$ cat config.mk
export PLATFORM = sky130hd
export DESIGN_NAME = dmacf_top
export DESIGN_NICKNAME = d
export VERILOG_FILES = /design/src/dmacf_pkg.sv /design/src/dmacf_chan_match.sv /design/src/dmacf_top.sv
export VERILOG_INCLUDE_DIRS = /design/src
export SDC_FILE = /design/constraint.sdc
export NUM_CORES = 1
export LEC_CHECK = 0
export BUFFER_PORTS_ARGS = -buffer_cell sky130_fd_sc_hd__buf_2
export CORE_MARGIN = 5
export CORE_UTILIZATION = 30
export CTS_CLUSTER_SIZE = 25
export DETAILED_ROUTE_END_ITERATION = 10
export HOLD_SLACK_MARGIN = 0.15
export PLACE_DENSITY = 0.5
export RECOVER_POWER = 50
export SLEW_MARGIN = 5
export SYNTH_ARGS = -nofsm -noshare
export SYNTH_HDL_FRONTEND = slang
export SYNTH_SLANG_ARGS = --single-unit
$ cat constraint.sdc
create_clock -name clock_in -period 2 [get_ports clock_in]
set_input_delay 0.6 -clock clock_in [delete_from_list [all_inputs] [get_ports clock_in]]
set_output_delay 0.6 -clock clock_in [all_outputs]
set_load 0.005 [all_outputs]
$ cat src/dmacf_consts.svh
`ifndef DMACF_CONSTS_SVH
`define DMACF_CONSTS_SVH

// ----------------------------------------------------------------
// Register decode
// ----------------------------------------------------------------
`define DMACF_PAGE        8'h02
`define DMACF_ADDR_ENABLE 8'hD2
`define DMACF_ADDR_FULL   8'hD3
`define DMACF_ADDR_HALF   8'hD4

// ----------------------------------------------------------------
// Fields and reset values
// ----------------------------------------------------------------
`define DMACF_CFG_FULL_IE 7
`define DMACF_CFG_HALF_IE 6
`define DMACF_SEL_INVALID 3'h7
`define DMACF_REG_RESET   8'h00
`define DMACF_RDATA_IDLE  8'h00
`define DMACF_NUM_CH      7
`define DMACF_OFS_W       10

`endif

$ cat src/dmacf_pkg.sv
package dmacf_pkg;

	// ----------------------------------------------------------------
	// Special-function-register access from the core
	// ----------------------------------------------------------------
	typedef struct packed
	{
		logic [7:0] page;
		logic [7:0] addr;
		logic       wr;
		logic       rd;
		logic [7:0] wdata;
	} dmacf_sfr_s;

endpackage : dmacf_pkg

$ cat src/dmacf_chan_match.sv
module dmacf_chan_match
#(
	parameter int OFS_W = 10
)
(
	// Channel counters
	input  wire logic [OFS_W-1:0] offset_in,
	input  wire logic [OFS_W-1:0] size_in,
	// Compare results
	output logic                  full_hit_out,
	output logic                  half_hit_out
);
	localparam logic [OFS_W-1:0] ONE = OFS_W'(1);

	logic [OFS_W-1:0] half_target;

	// Odd sizes round the midpoint up by one
	assign half_target  = (size_in >> 1) + OFS_W'(size_in[0]);
	assign half_hit_out = (offset_in == half_target);
	// Size zero wraps to all ones and never matches a legal offset
	assign full_hit_out = (offset_in == (size_in - ONE));

endmodule : dmacf_chan_match

$ cat src/dmacf_top.sv
`include "dmacf_consts.svh"

module dmacf_top
	import dmacf_pkg::*;
#(
	parameter int NUM_CH = `DMACF_NUM_CH,
	parameter int OFS_W  = `DMACF_OFS_W
)
(
	// Clock and reset
	input  wire logic                    clock_in,
	input  wire logic                    rst_n_in,
	input  wire logic                    ce_in,
	// Register access
	input  wire dmacf_sfr_s              sfr_in,
	output logic [7:0]                   sfr_rdata_out,
	// Channel configuration writes
	input  wire logic                    cfg_wr_in,
	input  wire logic [2:0]              chan_select_field_in,
	input  wire logic [7:0]              cfg_wdata_in,
	// Channel progress
	input  wire logic [NUM_CH-1:0]       byte_done_in,
	input  wire logic [NUM_CH*OFS_W-1:0] chan_byte_offset_in,
	input  wire logic [NUM_CH*OFS_W-1:0] chan_transfer_size_in,
	// Channel control and requests
	output logic [NUM_CH-1:0]            chan_enable_out,
	output logic [NUM_CH-1:0]            chan_run_out,
	output logic [NUM_CH-1:0]            full_irq_out,
	output logic [NUM_CH-1:0]            half_irq_out
);

	// ----------------------------------------------------------------
	// Decode
	// ----------------------------------------------------------------
	logic              page_hit;
	logic              wr_enable;
	logic              wr_full;
	logic              wr_half;
	logic [NUM_CH-1:0] channel_enable_reg;
	logic [NUM_CH-1:0] full_length_flag_reg;
	logic [NUM_CH-1:0] midpoint_flag_reg;
	logic [NUM_CH-1:0] full_ie;
	logic [NUM_CH-1:0] half_ie;
	logic [NUM_CH-1:0] full_hit;
	logic [NUM_CH-1:0] half_hit;
	logic [NUM_CH-1:0] full_set;
	logic [NUM_CH-1:0] half_set;
	logic [NUM_CH-1:0] next_full;
	logic [NUM_CH-1:0] next_half;
	logic [NUM_CH-1:0] wbits;
	logic [7:0]        next_rdata;

	assign page_hit  = (sfr_in.page == `DMACF_PAGE);
	assign wr_enable = sfr_in.wr && page_hit && (sfr_in.addr == `DMACF_ADDR_ENABLE);
	assign wr_full   = sfr_in.wr && page_hit && (sfr_in.addr == `DMACF_ADDR_FULL);
	assign wr_half   = sfr_in.wr && page_hit && (sfr_in.addr == `DMACF_ADDR_HALF);
	// Bit 7 never reaches storage
	assign wbits     = sfr_in.wdata[NUM_CH-1:0];

	// ----------------------------------------------------------------
	// Per-channel compare
	// ----------------------------------------------------------------
	// The offset is owned by the data mover; it is sampled on the
	// byte strobe, so each offset value is seen exactly once.
	genvar g;
	generate
		for (g = 0; g < NUM_CH; g++)
		begin : g_ch
			dmacf_chan_match #(
				.OFS_W (OFS_W)
			) u_match (
				.offset_in    (chan_byte_offset_in[g*OFS_W +: OFS_W]),
				.size_in      (chan_transfer_size_in[g*OFS_W +: OFS_W]),
				.full_hit_out (full_hit[g]),
				.half_hit_out (half_hit[g])
			);
		end
	endgenerate

	assign full_set = full_hit & byte_done_in;
	assign half_set = half_hit & byte_done_in;

	// ----------------------------------------------------------------
	// Enable register
	// ----------------------------------------------------------------
	always_ff @(posedge clock_in or negedge rst_n_in)
	begin
		if (!rst_n_in)
			channel_enable_reg <= NUM_CH'(`DMACF_REG_RESET);
		else if (ce_in && wr_enable)
			channel_enable_reg <= wbits;
	end

	// ----------------------------------------------------------------
	// Flag registers
	// ----------------------------------------------------------------
	// Hardware set is ORed after the write so a same-cycle write never clears it
	assign next_full = (wr_full ? wbits : full_length_flag_reg) | full_set;
	assign next_half = (wr_half ? wbits : midpoint_flag_reg) | half_set;

	always_ff @(posedge clock_in or negedge rst_n_in)
	begin
		if (!rst_n_in)
			full_length_flag_reg <= NUM_CH'(`DMACF_REG_RESET);
		else if (ce_in)
			full_length_flag_reg <= next_full;
	end

	always_ff @(posedge clock_in or negedge rst_n_in)
	begin
		if (!rst_n_in)
			midpoint_flag_reg <= NUM_CH'(`DMACF_REG_RESET);
		else if (ce_in)
			midpoint_flag_reg <= next_half;
	end

	// ----------------------------------------------------------------
	// Interrupt enables from the channel configuration
	// ----------------------------------------------------------------
	// Shadow of config bits 7:6 kept per channel; invalid code dropped
	always_ff @(posedge clock_in or negedge rst_n_in)
	begin
		if (!rst_n_in)
		begin
			full_ie <= NUM_CH'(`DMACF_REG_RESET);
			half_ie <= NUM_CH'(`DMACF_REG_RESET);
		end
		else if (ce_in && cfg_wr_in && chan_select_field_in != `DMACF_SEL_INVALID)
		begin
			full_ie[chan_select_field_in] <= cfg_wdata_in[`DMACF_CFG_FULL_IE];
			half_ie[chan_select_field_in] <= cfg_wdata_in[`DMACF_CFG_HALF_IE];
		end
	end

	assign full_irq_out    = full_length_flag_reg & full_ie;
	assign half_irq_out    = midpoint_flag_reg & half_ie;
	assign chan_enable_out = channel_enable_reg;
	// Pending flags hold the channel until software clears them
	assign chan_run_out    = channel_enable_reg
		& ~(full_length_flag_reg | midpoint_flag_reg);

	// ----------------------------------------------------------------
	// Read data
	// ----------------------------------------------------------------
	always_comb
	begin
		next_rdata = `DMACF_RDATA_IDLE;
		if (page_hit)
		begin
			unique case (sfr_in.addr)
				`DMACF_ADDR_ENABLE: next_rdata = 8'(channel_enable_reg);
				`DMACF_ADDR_FULL:   next_rdata = 8'(full_length_flag_reg);
				`DMACF_ADDR_HALF:   next_rdata = 8'(midpoint_flag_reg);
				default:            next_rdata = `DMACF_RDATA_IDLE;
			endcase
		end
	end

	// Registered so the core sees a stable byte one cycle after the strobe
	always_ff @(posedge clock_in or negedge rst_n_in)
	begin
		if (!rst_n_in)
			sfr_rdata_out <= `DMACF_RDATA_IDLE;
		else if (ce_in && sfr_in.rd)
			sfr_rdata_out <= next_rdata;
	end
endmodule : dmacf_top

==> results of run 1 <==
routing by layer:
metal,wire [um],up-vias,global-route usage [%]
met1,10330,3416,24.00
li1,-,3727,-
met3,1368,14,2.832
met5,11,-,0
met4,230,2,2.663
met2,11070,168,30.57
critical path, stage by stage:
cell	delay, ps
buf_4	140
inv_4	50
ha_4	190
xnor2_1	110
or4_1	520
or4_4	440
o21ai_2	140
worst paths after layout:
| path | start | end | slack, ps | cells after the start |
|---|---|---|---|---|
| max | chan_transfer_size_in[0] | full_length_flag_reg[0] | -3 | 7 |
| max in group asynchronous | rst_n_in | midpoint_flag_reg[3] | 690 | 2 |
| max reg2reg | chan_enable_out[5] | sfr_rdata_out[5] | 1030 | 2 |
| min | rst_n_in | full_length_flag_reg[6] | 420 | 1 |
| min in group clock_in | sfr_rdata_out[3] | sfr_rdata_out[3] | 480 | 2 |
| min reg2reg | sfr_rdata_out[3] | sfr_rdata_out[3] | 480 | 2 |
power by group through the flow:
stage / logic (uW) / registers (uW) / clock network (uW)
after floorplan: 810 / 970 / 0
after global placement: 1470 / 985 / 0
after detailed placement: 1480 / 987 / 0
after CTS: 1500 / 972 / 788
after global routing: 1690 / 982 / 821
final: 1520 / 971 / 752
layout make-up:
type / count / area (sq um) / area share (%)
Timing Repair Buffer: 365 / 2283 / 24.25
Clock buffer: 7 / 132.6 / 1.409
Antenna cell: 3 / 7.507 / 0.07973
Inverter: 32 / 160.2 / 1.701
Tap cell: 275 / 344.1 / 3.654
Sequential cell: 42 / 1051 / 11.16
Multi-Input combinational cell: 706 / 5436 / 57.74
stage by stage:
step	setup slack (ps)	area (sq um)	power, uW
final	-2.780	9415	3248
after global routing	-53.62	9415	3489
after CTS	3.618	9284	3264
after detailed placement	-438.7	9097	2470
after global placement	-364.4	9097	2460
after floorplan	-80.34	6720	1780
kinds of logic (layout without fill, tap and decap cells):
kind of cell               count (synthesis)  after routing  share of synthesized area [%]
adders and majority gates                 21             21                          4.037
muxes                                     43             43                          7.036
AOI/OAI and AO/OA                        158            158                          17.30
buffers and inverters                     75            404                          4.710
xor gates and xnor gates                 142            142                          19.72
and+or+nand+nor                          341            341                          30.99
DFF                                       42             42                          16.15
other                                      1              4                        0.05761
cells in the mapped netlist, drive strengths merged, types with 4 or more instances:
cell type / n
xnor2: 87
nand2: 56
xor2: 54
dfrtp: 42
nor2: 35
clkbuf: 34
nor3: 33
inv: 32
o21ai: 32
nand3: 31
mux2: 22
nand4: 22
ha: 21
mux2i: 21
nor4: 21
a21oi: 19
and2: 18
and3: 17
o31ai: 17
a31oi: 15
or3: 14
nand2b: 13
and4: 11
nor3b: 11
nor2b: 10
buf: 9
nand3b: 9
nor4b: 9
or4: 8
a222oi: 7
nand4b: 7
and3b: 6
o211ai: 6
or2: 6
a2111o: 5
a211oi: 5
o22ai: 5
a221o: 4
o2111ai: 4
o21a: 4
repair_timing:
action / in CTS / in global routing
setup buffers: 0 / 1
setup endpoints to repair: 21 / 21
endpoints found under the hold margin: 0 / 0
pin swaps: 5 / 16
resized for setup: 11 / 31
==> impl_results.md, run 1 <==
* Status: finished, violations left
* Failing checks: negative setup slack
* Max_slew headroom at 41.09%
* Site row count at 53
* Synth area leaders: dfrtp_1, xnor2_1, xor2_1, ha_1, mux2_2
* # hold bufs at CTS at 0
* DR vias at 7327
* Mapped Area at 6509 sq um
* Crit share post-route at 100.1%
* Final Non-Filler Cells at 1430
* Sequential share of power at 29.9%
* Wirelength per Cell at 16.09 um
* Core area at 21220 sq um
* Critical path class: in -> reg
* 1st-iter DRT viols at 378
* I/O pins at 224
* YS warnings at 0
* Hpwl dp at 19350 um
* Post-Syn Nets at 1032
* Crit Path Max Fanout at 4
* Gate power share at 46.9%
* Switching Fraction at 33.70%
* Antenna violations before repair at 4
* Mean Syn Cell Area at 7.909 sq um
* Most frequent cells in the layout: buf_2, buf_4, xnor2_1, xor2_1, nand2_1
* Synth async-reset ratio at 100.0%
* GRT overflow at 0
* Drt drc at 0
* DRT Wirelength at 23010 um
* Fillcell total at 2196
* Final hold slack at 421.9 ps
* NetSw at 1095 uW
* Leak Pwr at 0.004200 uW
* Ys flop type: dfrtp_1
* Min-Delay Path Class: in -> async
* Post-Synthesis Cells at 823
* Die W at 157.3 um
* PnR worst setup slack at -2.780 ps
* Area grow syn2layout at 44.66%
* # placed instances at 1419
* Setup_tns at -2.780 ps
* CTS tree: yes
* Vias per cell at 5.124
* Post-synth EDFFs at 0
* Max cap viols at 0
* Layout cell share with drive strength beyond 1 at 38.89%
* # port buffers at 215
* VDD IR-drop max at 0.3364 mV
* First-pass GRT wire length at 36290 um
* Power per cell area at 345.0 nW/um^2
* Fmax achieved at 499.3 MHz
* Crit path time final at 2003 ps
* RSZ-0062 raised after global routing: true
* Final Max Tran Viols at 0
* CTS H-tree depth at 2
* Setup crit end kind: flip-flop
* Fin util at 44.37%
* Inserted Clock Buffers at 5
* Initial core utilization at 30.67%
* Final Skew at 4.729 ps
* # setup viols final at 1
* CTS max path bufs at 2
* Area leader, netlist: dfrtp_1
* Final ANT Viol Nets at 0
* Critical Path AT at 2210 ps
* Largest net degree at the start of global routing at 17
* Clk sinks at 42
* Final hold violations at 0
* Yosys cell types at 80
* Power share of the clock group at 23.2%
* Post-synthesis sequential area ratio at 16.15%
* Crit start category: input port
* Total global routing track utilization at 17.76%
* Worst EP required at 2200 ps
* Least-Margin Pin Slew at 883.7 ps
* Pre-Repair DR Iteration Count at 4
* Clk_lat worst skew at 270 ps
* Leading cell type in the layout, fill and taps excluded: buf_2
* Vias in the first global route at 7072
* Layout Nets at 1361
* Die Y at 157.3 um
* Routability congestion estimate at 0.8368
* Int Power at 2153 uW
* Yosys reg bits at 42
* Die area at 24740 sq um
* Yosys top cell area share at 16.15%
* CTS root buffer: clkbuf_16
* Clk slew on worst S/H paths at 60 ps
(Power assumes the default switching activity.)
==> run 2: changes to the inputs <==
- PLACE_DENSITY: 0.5 -> default
- SYNTH_HIERARCHICAL: default -> 1
==> run 2 against run 1 <==
The run still ends with negative setup slack left. Routed wire length grew 7.9%. Combinational power rose by 22%. Sequential cell count unchanged. Sequential share of layout area shrank 1.4 points. Sequential power about the same. Power is 12% higher. Clock-buffer cell count down 1. Core utilization is 2.8 points higher. Die area increased by 6.9%. Worst hold slack better by 74 ps. Non-clock buffer count up 64. Cell count grew 9.8%. Largest cell class unchanged.
==> impl_results.md, run 2 <==
* Status: finished, violations left
* Failing checks: negative setup slack
* Switching Fraction at 35.29%
* Int Power at 2347 uW
* Gate power share at 51.0%
* Crit start category: input port
* RSZ-0062 raised after global routing: true
* Power per cell area at 337.6 nW/um^2
* CP endpoint: full_length_flag_reg[2]
* 1st-iter DRT viols at 282
* Clk sinks at 42
* Fmax achieved at 465.2 MHz
* DR vias at 7936
* Post-Syn Nets at 1070
* Post-synth EDFFs at 0
* Wire length on met2 at 11810 um
* Critical path class: in -> reg
* Clk_lat worst skew at 280 ps
* Area grow syn2layout at 53.70%
* Crit-path cells: buf_6, or3_4, nor4_4, a41oi_1, or4_1, a221oi_2, nand3_1, nand3_1
* Worst EP required at 2220 ps
* Mean Syn Cell Area at 8.119 sq um
* Power share of the clock group at 22.3%
* Min-Delay Path Class: reg -> reg
* Most frequent cells in the layout: buf_4, buf_2, xnor2_1, nand3_1, xor2_1
* Wirelength per Cell at 15.82 um
* Total global routing track utilization at 17.87%
* R2R depth at 4
* Area leader, netlist: dfrtp_1
* Hpwl dp at 20660 um
* Post-Synthesis Cells at 861
* Vias in the first global route at 7869
* Die area at 26460 sq um
* Synth area leaders: dfrtp_1, xnor2_1, xor2_1, nand3_1, ha_1
* Initial core utilization at 30.69%
* Drt drc at 0
* Critical Path AT at 2370 ps
* Leak Pwr at 0.004638 uW
* Final hold violations at 0
* Worst r2r src: chan_enable_out[0]
* Leading cell type in the layout, fill and taps excluded: buf_4
* Site row count at 55
* Largest net degree at the start of global routing at 43
* Inserted Clock Buffers at 5
* Routability congestion estimate at 0.8734
* CTS root buffer: clkbuf_16
* Die Y at 162.7 um
* Clk slew on worst S/H paths at 60 ps
* Dpl ws at -480.0 ps
* Mapped Area at 6990 sq um
* R2R Setup Slk at 700 ps
* Area post-placement at 10030 sq um
* Post-synthesis sequential area ratio at 15.03%
* Pwr Total at 3627 uW
* Ys flop type: dfrtp_1
* Design Area, Final at 10740 sq um
* Yosys reg bits at 42
* Crit path time final at 2149 ps
* CTS H-tree depth at 2
* CTS max path bufs at 2
* CP startpoint: chan_transfer_size_in[23]
* Reg2Reg Capture Point: sfr_rdata_out[0]
* Yosys cell types at 67
* Core area at 22780 sq um
* WL met3 at 1820 um
* Slowest stage delay, CP at 500 ps
* Critical path's slowest cell: or4_1
* Sequential share of power at 26.8%
* VDD IR-drop max at 0.3525 mV
* Worst hold start: full_ie[2]
* Vias per cell at 5.055
* Max cap viols at 0
* Metal-1 WL at 10960 um
* # setup viols final at 1
* Final ANT Viol Nets at 0
* Pre-Repair DR Iteration Count at 5
* Crit share post-route at 107.5%
* CTS tree: yes
* Synth async-reset ratio at 100.0%
* Die W at 162.7 um
* Final Max Tran Viols at 0
* Antenna violations before repair at 10
* Yosys top cell area share at 15.03%
* Layout Nets at 1461
* Layout cell share with drive strength beyond 1 at 45.89%
* Most frequent CP cell: nand3_1
* YS warnings at 6
* I/O pins at 224
* Post-synth top cells: xnor2_1, nand3_1, xor2_1
* Count leader, synth: xnor2_1
* Final Skew at 2.936 ps
* GRT overflow at 0
* DRT Wirelength at 24840 um
* First-pass GRT wire length at 39090 um
* Crit Path Max Fanout at 3
* Fillcell total at 2213
* Top layer in use: met5
* Least-Margin Pin Slew at 1090 ps
* # port buffers at 215
* # hold bufs at CTS at 0
* NetSw at 1280 uW
* Setup crit end kind: flip-flop
* PnR worst setup slack at -149.4 ps
* Max_slew headroom at 27.33%
## run 2: cell types whose count changed in the layout (fill, tap and decap cells not counted), moves of 11 or more
cell,before,now
nor3_1,28,6
buf_2,198,183
o31ai_1,14,2
o21bai_1,1,12
buf_4,142,207
xor2_1,53,71
nand3_1,30,74
a21oi_1,19,34
buf_6,3,15
## run 2: worst max-delay path, delay by kind of cell
| family | cells | cell delay [ps] |
|---|---|---|
| AOI/OAI and AO/OA | 2 | 370 |
| buffers and inverters | 1 | 90 |
| and+or+nand+nor | 5 | 1300 |
## run 2: per-layer routing
metal,GRT usage [%],vias up
met5,0,-
li1,-,3972
met2,30.45,191
met1,23.30,3739
met4,2.478,12
met3,4.784,22
## run 2: per-stage QoR
| stage | util, % | setup TNS [ps] | std cells | hold WS [ps] |
|---|---|---|---|---|
| 6_report | 47.17 | -149.4 | 1570 | 496.3 |
| 2_1_floorplan | - | -455.7 | 861 | 304.4 |
| 3_3_place_gp | 44.05 | -4629 | 1549 | 485.0 |
| 3_5_place_dp | 44.05 | -4996 | 1549 | 488.5 |
| 5_1_grt | 47.17 | -405.0 | 1570 | 535.3 |
| 4_1_cts | 46.04 | -130.7 | 1562 | 304.7 |
## run 2: repair_timing
action / CTS / global route
pin swaps: 41 / 63
setup buffers: 5 / 4
endpoints found under the setup margin: 10 / 14
gates resized for setup: 73 / 59
## run 2: cell families after synthesis
logic type,Yosys count,synth area share [%]
AOI/OAI and AO/OA,166,16.31
xor gates and xnor gates,163,20.42
adders and majority gates,21,3.759
buffers and inverters,75,5.692
DFF,42,15.03
muxes,34,5.638
other,1,0.05364
and+or+nand+nor,359,33.09
## run 2: worst min-delay path by stage
stage                               endpoint  slack (ps)  cells after the start
final                             full_ie[2]         500                      1
after floorplan           chan_enable_out[0]         300                      0
after CTS                   sfr_rdata_out[3]         300                      2
after global placement            full_ie[3]         480                      1
after detailed placement          full_ie[2]         490                      1
after global routing        sfr_rdata_out[1]         540                      1
## run 2: power groups by stage
stage               logic [uW]  registers, uW  clock network, uW
floorplan                  923            970                  0
finish                    1850            971                807
detailed placement        1710            987                  0
global route              2020            984                860
CTS                       1790            972                824
global placement          1680            986                  0
## run 2: final cells by class
| class | count | area [sq um] | area share (%) |
|---|---|---|---|
| tap | 313 | 391.6 | 3.645 |
| multi-input combinational | 744 | 6133 | 57.09 |
| clock buffer | 6 | 128.9 | 1.199 |
| inverter | 30 | 130.1 | 1.211 |
| antenna | 4 | 10.01 | 0.09316 |
| timing repair buffer | 429 | 2885 | 26.85 |
| sequential | 42 | 1051 | 9.782 |
| clock inverter | 2 | 13.76 | 0.1281 |
==> run 3: changes to the inputs <==
- RECOVER_POWER: 50 -> 100
- SYNTH_HIERARCHICAL: 1 -> default
==> run 3 against run 2 <==
The run now ends clean. Clock skew increased by 4.4 ps. Worst setup slack gained 170 ps. Clock power up 13%. Highest routed layer unchanged.
==> impl_results.md, run 3 (same netlist as run 1, synthesis figures left out) <==
* I/O pins at 224
* Clk sinks at 42
* Area grow syn2layout at 42.79%
* Clk slew on worst S/H paths at 60 ps
* Clk_lat worst skew at 280 ps
* Vias per cell at 5.163
* Wirelength per Cell at 16.01 um
* Final Skew at 7.323 ps
* Leak Pwr at 0.004063 uW
* # setup viols final at 0
* Site row count at 53
* Status: finished clean
* Crit path time final at 1975 ps
* Initial core utilization at 30.67%
* Worst EP required at 2180 ps
* Fmax achieved at 506.2 MHz
* First-pass GRT wire length at 35340 um
* Max_slew headroom at 24.93%
* Drt drc at 0
* VDD IR-drop max at 0.2612 mV
* Final hold violations at 0
* Crit Path Max Fanout at 4
* Most frequent cells in the layout: buf_2, buf_4, xnor2_1, xor2_1, nand2_1
* Max cap viols at 0
* # hold bufs at CTS at 0
* Pre-Repair DR Iteration Count at 5
* Layout Nets at 1346
* Post-CTS Setup Bufs at 0
* CTS max path bufs at 2
* GRT overflow at 0
* CTS H-tree depth at 2
* Core area at 21220 sq um
* CTS root buffer: clkbuf_16
* Fillcell total at 2162
* DRT Wirelength at 22650 um
* Power per cell area at 364.2 nW/um^2
* Hpwl dp at 18770 um
* Antenna violations before repair at 2
* Setup crit end kind: flip-flop
* Die area at 24740 sq um
* Total global routing track utilization at 17.35%
* Layout cell share with drive strength beyond 1 at 36.47%
* # port buffers at 215
* Fin util at 43.80%
* RSZ-0062 raised after global routing: true
* Crit start category: input port
* CTS tree: yes
* DR vias at 7306
* Pwr Total at 3384 uW
* Leading cell type in the layout, fill and taps excluded: buf_2
* Die W at 157.3 um
* Min-Delay Path Class: reg -> reg
* 1st-iter DRT viols at 347
* Least-Margin Pin Slew at 1126 ps
* Critical path class: in -> reg
* Vias in the first global route at 7121
* Largest net degree at the start of global routing at 43
* Final ANT Viol Nets at 0
* Final hold slack at 475.7 ps
* Routability congestion estimate at 0.8705
* Die Y at 157.3 um
* Inserted Clock Buffers at 5
* Final Max Tran Viols at 0
* Crit share post-route at 98.77%
* Critical Path AT at 2160 ps
-- run 3: cell count changes in the layout (fill, tap and decap cells not counted), sizes merged, moves of 9 or more --
cell	delta
a21oi	-15
buf	-99
clkbuf	+20
mux2i	+9
nand2	+10
nand2b	+9
nand3	-53
nor2b	+9
nor3	+12
o21bai	-11
o31ai	+15
xor2	-22
-- run 3: worst paths after layout --
path	from	to	cells past startpoint	slack, ps
setup / recovery	chan_transfer_size_in[0]	midpoint_flag_reg[0]	7	20
min in group asynchronous	rst_n_in	sfr_rdata_out[1]	2	620
max in group asynchronous	rst_n_in	midpoint_flag_reg[5]	2	690
hold / removal	sfr_rdata_out[1]	sfr_rdata_out[1]	2	480
setup reg to reg	chan_enable_out[5]	sfr_rdata_out[5]	2	960
hold reg to reg	sfr_rdata_out[1]	sfr_rdata_out[1]	2	480
-- run 3: what timing repair did --
item | CTS | global route
pin swaps | 7 | 22
endpoints found under the setup margin | 6 | 13
gates resized for setup | 14 | 27
-- run 3: worst max-delay path, cell delays in order --
cell and delay (ps):
clkbuf_4 160, ha_4 180, nand2_2 60, or4_1 530
a211oi_1 250, o22ai_1 120, o31ai_2 250
-- run 3: area by class of cell --
type | count | area (sq um) | share of cell area, %
timing repair buffer | 350 | 2146 | 23.09
inverter | 32 | 160.2 | 1.723
clock buffer | 6 | 128.9 | 1.387
clock inverter | 2 | 37.54 | 0.4039
sequential | 42 | 1051 | 11.31
multi-input combinational | 706 | 5421 | 58.33
tap | 275 | 344.1 | 3.702
antenna | 2 | 5.005 | 0.05385
-- run 3: through the flow --
step	setup slack [ps]	cells	TNS [ps]	cell area [sq um]
finish	24.62	1415	0	9294
global route	-44.22	1414	-124.2	9291
detailed placement	-385.2	1405	-4486	8992
floorplan	-80.34	823	-152.7	6720
global placement	-368.9	1405	-4158	8992
CTS	-40.62	1413	-40.62	9215
-- run 3: report_power, final --
| part | leakage [uW] | total (uW) | internal (uW) | switching, uW |
|---|---|---|---|---|
| clock | 0.0000771 | 908 | 589 | 319 |
| combinational | 0.00342 | 1500 | 756 | 749 |
| sequential | 0.000562 | 972 | 928 | 43.8 |
| total | 0.00406 | 3380 | 2270 | 1110 |
-- run 3: layer usage --
metal | wire length (um) | GRT usage [%] | up-vias
li1 | - | - | 3702
met1 | 9852 | 22.94 | 3356
met2 | 10740 | 29.68 | 217
met3 | 1593 | 2.859 | 29
met4 | 450 | 4.015 | 2
met5 | 12 | 0 | -
